**config.mk**
```make
export PLATFORM = sky130hd
export DESIGN_NAME = tdr_dac_receiver
export DESIGN_NICKNAME = d
export VERILOG_FILES = /design/src/tdr_pkg.sv /design/src/tdr_line_sync.sv /design/src/tdr_power_seq.sv /design/src/tdr_dac_receiver.sv
export VERILOG_INCLUDE_DIRS = /design/src
export SDC_FILE = /design/constraint.sdc
export NUM_CORES = 1
export LEC_CHECK = 0
export BUFFER_PORTS_ARGS = -buffer_cell sky130_fd_sc_hd__buf_2
export CORE_MARGIN = 1.5
export CORE_UTILIZATION = 45
export DETAILED_ROUTE_END_ITERATION = 8
export PLACE_DENSITY = 0.7
export SLEW_MARGIN = 30
export SYNTH_ARGS = -nofsm -noshare
export SYNTH_HDL_FRONTEND = slang
export SYNTH_SLANG_ARGS = --single-unit
```
**constraint.sdc**
```tcl
create_clock -name core_clk -period 2.05 [get_ports core_clk]
set_clock_uncertainty 0.2 [all_clocks]
set_input_delay 0.41 -clock core_clk [delete_from_list [all_inputs] [get_ports core_clk]]
set_output_delay 0.41 -clock core_clk [all_outputs]
set_load 0.01 [all_outputs]
```
**src/tdr_params.svh**
```systemverilog
// constants for the two-wire dac code receiver
`ifndef TDR_PARAMS_SVH
`define TDR_PARAMS_SVH
`define TDR_CLK_HZ 25000000
`define TDR_SCL_MAX_HZ 400000
`define TDR_ADDR_DEFAULT 7'h30
`define TDR_ADDR_BYTE_LO 8'h60
`define TDR_ADDR_BYTE_HI 8'h66
`define TDR_GEN_CALL 7'h00
`define TDR_TEN_BIT_PFX 5'h1e
`define TDR_CODE_RESET 8'h00
`define TDR_PD_ENTRY_US 5
`define TDR_PD_EXIT_US 50
`define TDR_PD_ENTRY_CYC ((`TDR_PD_ENTRY_US * (`TDR_CLK_HZ / 1000000)))
`define TDR_PD_EXIT_CYC ((`TDR_PD_EXIT_US * (`TDR_CLK_HZ / 1000000)))
`define TDR_BITS_PER_BYTE 4'h8
`endif

```
**src/tdr_pkg.sv**
```systemverilog
// types shared by the two-wire dac code receiver
package tdr_pkg;
    typedef enum logic [2:0] {
        TDR_IDLE, TDR_ADDR, TDR_ADDR_ACK, TDR_DATA, TDR_DATA_ACK, TDR_WAIT_STOP
    } tdr_state_t;
    typedef struct packed {
        logic start;
        logic stop;
        logic scl_rise;
        logic scl_fall;
        logic sda;
    } tdr_line_ev_t;
    typedef struct packed {
        logic power_down_bit;
        logic [7:0] code;
    } tdr_update_t;
endpackage : tdr_pkg

```
**src/tdr_line_sync.sv**
```systemverilog
// synchronises scl and sda and finds edges, start and stop
`timescale 1ns/10ps
`default_nettype none
module tdr_line_sync
    import tdr_pkg::*;
(
    // clock and reset
    input wire logic core_clk,
    input wire logic resetn,
    // bus lines
    input wire logic scl_in,
    input wire logic sda_in,
    // events
    output tdr_line_ev_t ev
);
    logic [1:0] scl_sync_r, scl_sync_nxt;
    logic [1:0] sda_sync_r, sda_sync_nxt;
    logic scl_d_r, scl_d_nxt;
    logic sda_d_r, sda_d_nxt;

    always_comb begin
        scl_sync_nxt = {scl_sync_r[0], scl_in};
        sda_sync_nxt = {sda_sync_r[0], sda_in};
        scl_d_nxt = scl_sync_r[1];
        sda_d_nxt = sda_sync_r[1];
    end

    // idle bus is high, so reset to one to avoid a false start
    always_ff @(posedge core_clk or negedge resetn) begin
        if (!resetn) begin
            scl_sync_r <= 2'h3;
            sda_sync_r <= 2'h3;
            scl_d_r <= 1'b1;
            sda_d_r <= 1'b1;
        end else begin
            scl_sync_r <= scl_sync_nxt;
            sda_sync_r <= sda_sync_nxt;
            scl_d_r <= scl_d_nxt;
            sda_d_r <= sda_d_nxt;
        end
    end

    // only the second stage and its delayed copy are looked at
    always_comb begin
        ev.scl_rise = scl_sync_r[1] & ~scl_d_r;
        ev.scl_fall = ~scl_sync_r[1] & scl_d_r;
        ev.start = scl_sync_r[1] & scl_d_r & sda_d_r & ~sda_sync_r[1];
        ev.stop = scl_sync_r[1] & scl_d_r & ~sda_d_r & sda_sync_r[1];
        ev.sda = sda_sync_r[1];
    end
endmodule : tdr_line_sync
`default_nettype wire

```
**src/tdr_power_seq.sv**
```systemverilog
// sequences power-down entry and exit within the allowed times
`timescale 1ns/10ps
`default_nettype none
`include "tdr_params.svh"
module tdr_power_seq
    import tdr_pkg::*;
#(
    parameter int ENTRY_CYC = `TDR_PD_ENTRY_CYC,
    parameter int EXIT_CYC = `TDR_PD_EXIT_CYC
) (
    // clock and reset
    input wire logic core_clk,
    input wire logic resetn,
    // requested mode
    input wire logic power_down_req,
    // analog controls
    output logic core_enable,
    output logic out_ground,
    output logic power_ready
);
    localparam int CW = $clog2(EXIT_CYC + 1);
    logic [CW-1:0] cnt_r, cnt_nxt;
    logic pd_r, pd_nxt;

    always_comb begin
        pd_nxt = pd_r;
        cnt_nxt = cnt_r;
        if (power_down_req != pd_r) begin
            pd_nxt = power_down_req;
            cnt_nxt = power_down_req ? CW'(ENTRY_CYC) : CW'(EXIT_CYC);
        end else if (cnt_r != '0) begin
            cnt_nxt = cnt_r - CW'(1);
        end
    end

    always_ff @(posedge core_clk or negedge resetn) begin
        if (!resetn) begin
            pd_r <= 1'b0;
            cnt_r <= '0;
        end else begin
            pd_r <= pd_nxt;
            cnt_r <= cnt_nxt;
        end
    end

    // ground switch closes at once; ready marks the settle window is over
    assign core_enable = ~pd_r;
    assign out_ground = pd_r;
    assign power_ready = (cnt_r == '0);
endmodule : tdr_power_seq
`default_nettype wire

```
**src/tdr_dac_receiver.sv**
```systemverilog
// receive-only two-wire target holding a dac code and power mode
`timescale 1ns/10ps
`default_nettype none
`include "tdr_params.svh"
module tdr_dac_receiver
    import tdr_pkg::*;
#(
    parameter logic [6:0] DEV_ADDR = `TDR_ADDR_DEFAULT,
    parameter int ENTRY_CYC = `TDR_PD_ENTRY_CYC,
    parameter int EXIT_CYC = `TDR_PD_EXIT_CYC
) (
    // clock and reset
    input wire logic core_clk,
    input wire logic resetn,
    // two-wire bus
    input wire logic scl_in,
    input wire logic sda_in,
    output logic sda_out,
    output logic sda_oe,
    // dac side
    output logic [7:0] dac_code,
    output logic [5:0] dac_code_msb,
    output logic power_down_bit,
    output logic core_enable,
    output logic out_ground,
    output logic power_ready,
    output logic update_pulse
);
    tdr_line_ev_t ev;
    tdr_state_t state_r, state_nxt;
    logic [7:0] shift_r, shift_nxt;
    logic [3:0] bitcnt_r, bitcnt_nxt;
    logic pd_req_r, pd_req_nxt;
    logic ack_r, ack_nxt;
    tdr_update_t pend_r, pend_nxt;
    tdr_update_t held_r, held_nxt;
    logic upd_r, upd_nxt;
    logic addr_hit;

    tdr_line_sync u_sync (
        .core_clk(core_clk),
        .resetn(resetn),
        .scl_in(scl_in),
        .sda_in(sda_in),
        .ev(ev)
    );

    // 25 MHz oversamples a 400 kHz scl about 62 times per period

    // general call (all zero) and ten-bit prefixes never equal a legal preset
    always_comb begin
        addr_hit = (shift_r[7:1] == DEV_ADDR)
            && (shift_r[7:1] != `TDR_GEN_CALL)
            && (shift_r[7:3] != `TDR_TEN_BIT_PFX);
    end

    always_comb begin
        state_nxt = state_r;
        shift_nxt = shift_r;
        bitcnt_nxt = bitcnt_r;
        pd_req_nxt = pd_req_r;
        ack_nxt = ack_r;
        pend_nxt = pend_r;
        held_nxt = held_r;
        upd_nxt = 1'b0;
        if (ev.start) begin
            // a restart abandons any unfinished or un-stopped transfer
            state_nxt = TDR_ADDR;
            bitcnt_nxt = 4'h0;
            ack_nxt = 1'b0;
        end else if (ev.stop) begin
            if (state_r == TDR_WAIT_STOP) begin
                held_nxt = pend_r;
                upd_nxt = 1'b1;
            end
            state_nxt = TDR_IDLE;
            ack_nxt = 1'b0;
        end else begin
            case (state_r)
                TDR_IDLE: begin
                    ack_nxt = 1'b0;
                end
                TDR_ADDR, TDR_DATA: begin
                    if (ev.scl_rise) begin
                        shift_nxt = {shift_r[6:0], ev.sda};
                        bitcnt_nxt = bitcnt_r + 4'h1;
                    end else if (ev.scl_fall && bitcnt_r == `TDR_BITS_PER_BYTE) begin
                        bitcnt_nxt = 4'h0;
                        if (state_r == TDR_DATA) begin
                            // in power-down the data byte is dropped and the held code kept; the byte is still acked on sda
                            pend_nxt.code = pd_req_r ? held_r.code : shift_r;
                            pend_nxt.power_down_bit = pd_req_r;
                            ack_nxt = 1'b1;
                            state_nxt = TDR_DATA_ACK;
                        end else if (addr_hit) begin
                            pd_req_nxt = shift_r[0];
                            ack_nxt = 1'b1;
                            state_nxt = TDR_ADDR_ACK;
                        end else begin
                            state_nxt = TDR_IDLE;
                        end
                    end
                end
                TDR_ADDR_ACK: begin
                    if (ev.scl_fall) begin
                        ack_nxt = 1'b0;
                        state_nxt = TDR_DATA;
                    end
                end
                TDR_DATA_ACK: begin
                    if (ev.scl_fall) begin
                        ack_nxt = 1'b0;
                        state_nxt = TDR_WAIT_STOP;
                    end
                end
                TDR_WAIT_STOP: begin
                    // further clocks are ignored until stop or restart
                    ack_nxt = 1'b0;
                end
                default: begin
                    state_nxt = TDR_IDLE;
                    ack_nxt = 1'b0;
                end
            endcase
        end
    end

    always_ff @(posedge core_clk or negedge resetn) begin
        if (!resetn) begin
            state_r <= TDR_IDLE;
            shift_r <= 8'h00;
            bitcnt_r <= 4'h0;
            pd_req_r <= 1'b0;
            ack_r <= 1'b0;
            pend_r <= '0;
            held_r <= {1'b0, `TDR_CODE_RESET};
            upd_r <= 1'b0;
        end else begin
            state_r <= state_nxt;
            shift_r <= shift_nxt;
            bitcnt_r <= bitcnt_nxt;
            pd_req_r <= pd_req_nxt;
            ack_r <= ack_nxt;
            pend_r <= pend_nxt;
            held_r <= held_nxt;
            upd_r <= upd_nxt;
        end
    end

    tdr_power_seq #(
        .ENTRY_CYC(ENTRY_CYC),
        .EXIT_CYC(EXIT_CYC)
    ) u_pwr (
        .core_clk(core_clk),
        .resetn(resetn),
        .power_down_req(held_r.power_down_bit),
        .core_enable(core_enable),
        .out_ground(out_ground),
        .power_ready(power_ready)
    );

    // open drain: only a low is ever driven
    assign sda_out = 1'b0;
    assign sda_oe = ack_r;
    assign dac_code = held_r.code;
    assign dac_code_msb = held_r.code[7:2];
    assign power_down_bit = held_r.power_down_bit;
    assign update_pulse = upd_r;
endmodule : tdr_dac_receiver
`default_nettype wire

```
==> out/results.ini <==
[status]
run_status = complete, but fails checks
failed_checks = setup timing

[synth]
ys.flop_type = dfrtp_1
synth_top_area_share_pct = 44.6
synth_edf_count = 0
synth_area_per_cell_um2 = 12.4
netlist_instances = 218
synth_seq_area_share_pct = 50.4
syn-num-nets = 226
ys_ff_latch = 54
synth_area_mm2 = 0.00270
ys_async_sr_fraction_pct = 100
synth_top_area_cell = dfrtp_1
yosysMostFrequentCell = dfrtp_1
synthTopCellsByCount = dfrtp_1, mux2_2, buf_4, nand2_1
netlist_top_cells_area = dfrtp_1, mux2_2, dfstp_2, mux2_4, buf_4
yosysWarnings = 0
synthDistinctLibCells = 61

[global_route]
grtUsageTotal_pct = 16.9
grt.overflow.total = 0
antenna_found_initial = 0
grt_pass1_vias = 1772
grt_max_degree = 29
grt_pass1_wl_mm = 8.30

[finish]
finalNetCount = 265
n_fill_cell = 510
n_antenna_cell = 0
final_util_pct = 53.8
fin_area_mm2 = 0.00315
syn2layout_area_growth_pct = 16.9
drive_above_1_share_pct = 45.3
stdcell_count = 333

[floorplan]
pin_count = 25
start_util_pct = 46.1
core-area_mm2 = 0.00585
die_h_um = 80.4
die_width_um = 80.4
die_area_mm2 = 0.00646
rows = 28

[setup_path]
end_kind = output port
r2r_end = u_pwr.cnt_r[10]
critPathTopFamily = simple AND/OR/NAND/NOR gates
max_stage_delay_ns = 0.41
r2r_slack_ns = -0.02
crit_type = reg -> out
cp_data_arrival_time_ns = 1.56
crit_buf_inv = 2
cpMaxStageDelayCell = dfrtp_1
startpoint_type = flop
rr_worst_depth = 7
crit_fanout = 2
path_cells = inv_2 > ha_4 > nor4b_4 > and3_1 > buf_2
required_ns = 1.44
timing.rr.start = u_pwr.cnt_r[1]

[power_and_ir_drop]
p_leak_nw = 1.63
ir_worst_vdd_v = 0.000410
power_density_mw_per_mm2 = 591

[timing]
post-route-period-util_pct = 106
rsz0062_at_grt = true
slew_viol_final = 0
fin_hold_ws_ns = 0.160
period_needed_ns = 2.17
finalSetupViolCount = 4
max_freq_mhz = 462
fin_ws_ns = -0.115
finalHoldViolCount = 0

[detailed_routing]
viasPerCell = 5.34
dr.pass1.iters = 6
finalWirelength_mm = 5.17
vias = 1779
ant_nets = 0
avgRoutedWirePerCell_um = 15.5
drtIter0Drc = 72
drc = 0

[clock_tree]
clock_sinks = 54
htreeDepth = 2
worstSkewPairLatency_ns = 0.30
cts_tree = built
cts_root_buf = clkbuf_8
numCtsBuffers = 5
cts_buffer_depth = 2
clk_pin_slew_ns = 0.10

[worst_hold_path]
hold_class = reg -> reg
holdPathEnd = u_sync.scl_sync_r[1]
min-delay-start = u_sync.scl_sync_r[0]
worstHoldPathCells = 0

[placement]
dp_hpwl_mm = 3.30
io_buffers = 23
dp.cells = 314
place_area_mm2 = 0.00290
place_ws_ns = -0.00286
routabilityCongestion = 0.843

[job]
drv_cap = 0

where the power goes:
group          internal, mW  switching (mW)  total [mW]
Sequential             1.10          0.0275        1.12
Clock                 0.280           0.341       0.621
Combinational        0.0572          0.0590       0.116
per-stage QoR:
step / power (mW) / TNS, ns
3_5_place_dp: 1.26 / -0.00286
2_1_floorplan: 1.21 / 0
5_1_grt: 1.96 / -0.457
4_1_cts: 1.89 / 0
6_report: 1.86 / -0.151
3_3_place_gp: 1.25 / 0
metal layers:
layer	vias to the layer above	global-route usage, %	part of all wire, %
met2	37	30.4	50
li1	856	-	-
met3	5	3.41	3.0
met5	-	0	0
met4	0	5.17	1.0
met1	881	20.1	46
cell usage in the layout, fill, tap and decap left out, drive strengths merged, types with 2 or more instances in the layout:
cell / synthesis / layout
dfrtp: 48 / 48
buf: 14 / 45
mux2: 37 / 37
nand2: 12 / 12
nor2: 9 / 9
inv: 8 / 9
clkbuf: 2 / 7
o21ai: 6 / 6
dfstp: 6 / 6
nand3: 6 / 6
nor4: 5 / 5
xnor2: 4 / 4
nor3: 4 / 4
ha: 4 / 4
xor2: 3 / 3
nand2b: 3 / 3
nor3b: 3 / 3
a21oi: 3 / 3
dlygate4sd3: 0 / 3
and3: 3 / 3
and3b: 2 / 2
nor4bb: 2 / 2
a22o: 2 / 2
nand3b: 2 / 2
or3: 2 / 2
mux2i: 2 / 2
and2b: 2 / 2
or4: 2 / 2
repair_timing:
item                                   CTS  global route
endpoints found under the hold margin   50             0
buffers inserted                         5             3
hold buffers                             3             0
setup endpoints to repair                2            17
pin swaps                                1             2
resized for setup                        8             5
worst max path at each step:
stage | start | to | cells past startpoint | slack [ns]
after global routing | u_pwr.cnt_r[1] | power_ready | 5 | -0.14
after CTS | u_pwr.cnt_r[0] | power_ready | 5 | 0.004
after floorplan | u_sync.scl_d_r | dac_code[0] | 5 | 0.06
after detailed placement | u_pwr.cnt_r[1] | u_pwr.cnt_r[1] | 6 | -0.003
final | u_pwr.cnt_r[1] | power_ready | 5 | -0.12
after global placement | u_sync.scl_d_r | pend_r[4] | 5 | 0.07
state kept, by name, indices dropped and copies added (netlist names), 2 cells and up:
| name | flops |
|---|---|
| bitcnt_r | 4 |
| state_r | 3 |
| u_sync.sda_sync_r | 2 |
| shift_r | 8 |
| u_sync.scl_sync_r | 2 |
| dac_code | 8 |
| pend_r | 9 |
| u_pwr.cnt_r | 11 |
kinds of logic (layout without fill, tap and decap cells):
logic type,Yosys count,in the layout,share of synthesized area (%)
buf+inv,24,64,5.11
compound gates,25,25,7.15
fa+ha+maj,5,5,2.27
mux,39,39,17.5
other cells,1,1,0.139
xor+xnor,7,7,2.27
simple gates,63,63,15.2
flops,54,54,50.4
area by class of cell:
type	instances	area [um2]	share of cell area (%)
clock inverters	1	8.76	0.278
flip-flops and latches	54	1360	43.2
multi-input cells	140	1260	40.0
clock buffers	7	86.3	2.74
inverters	8	30.0	0.954
repair buffers	48	310	9.85
well taps	75	93.8	2.98
Power figures use the tool's default switching activity.
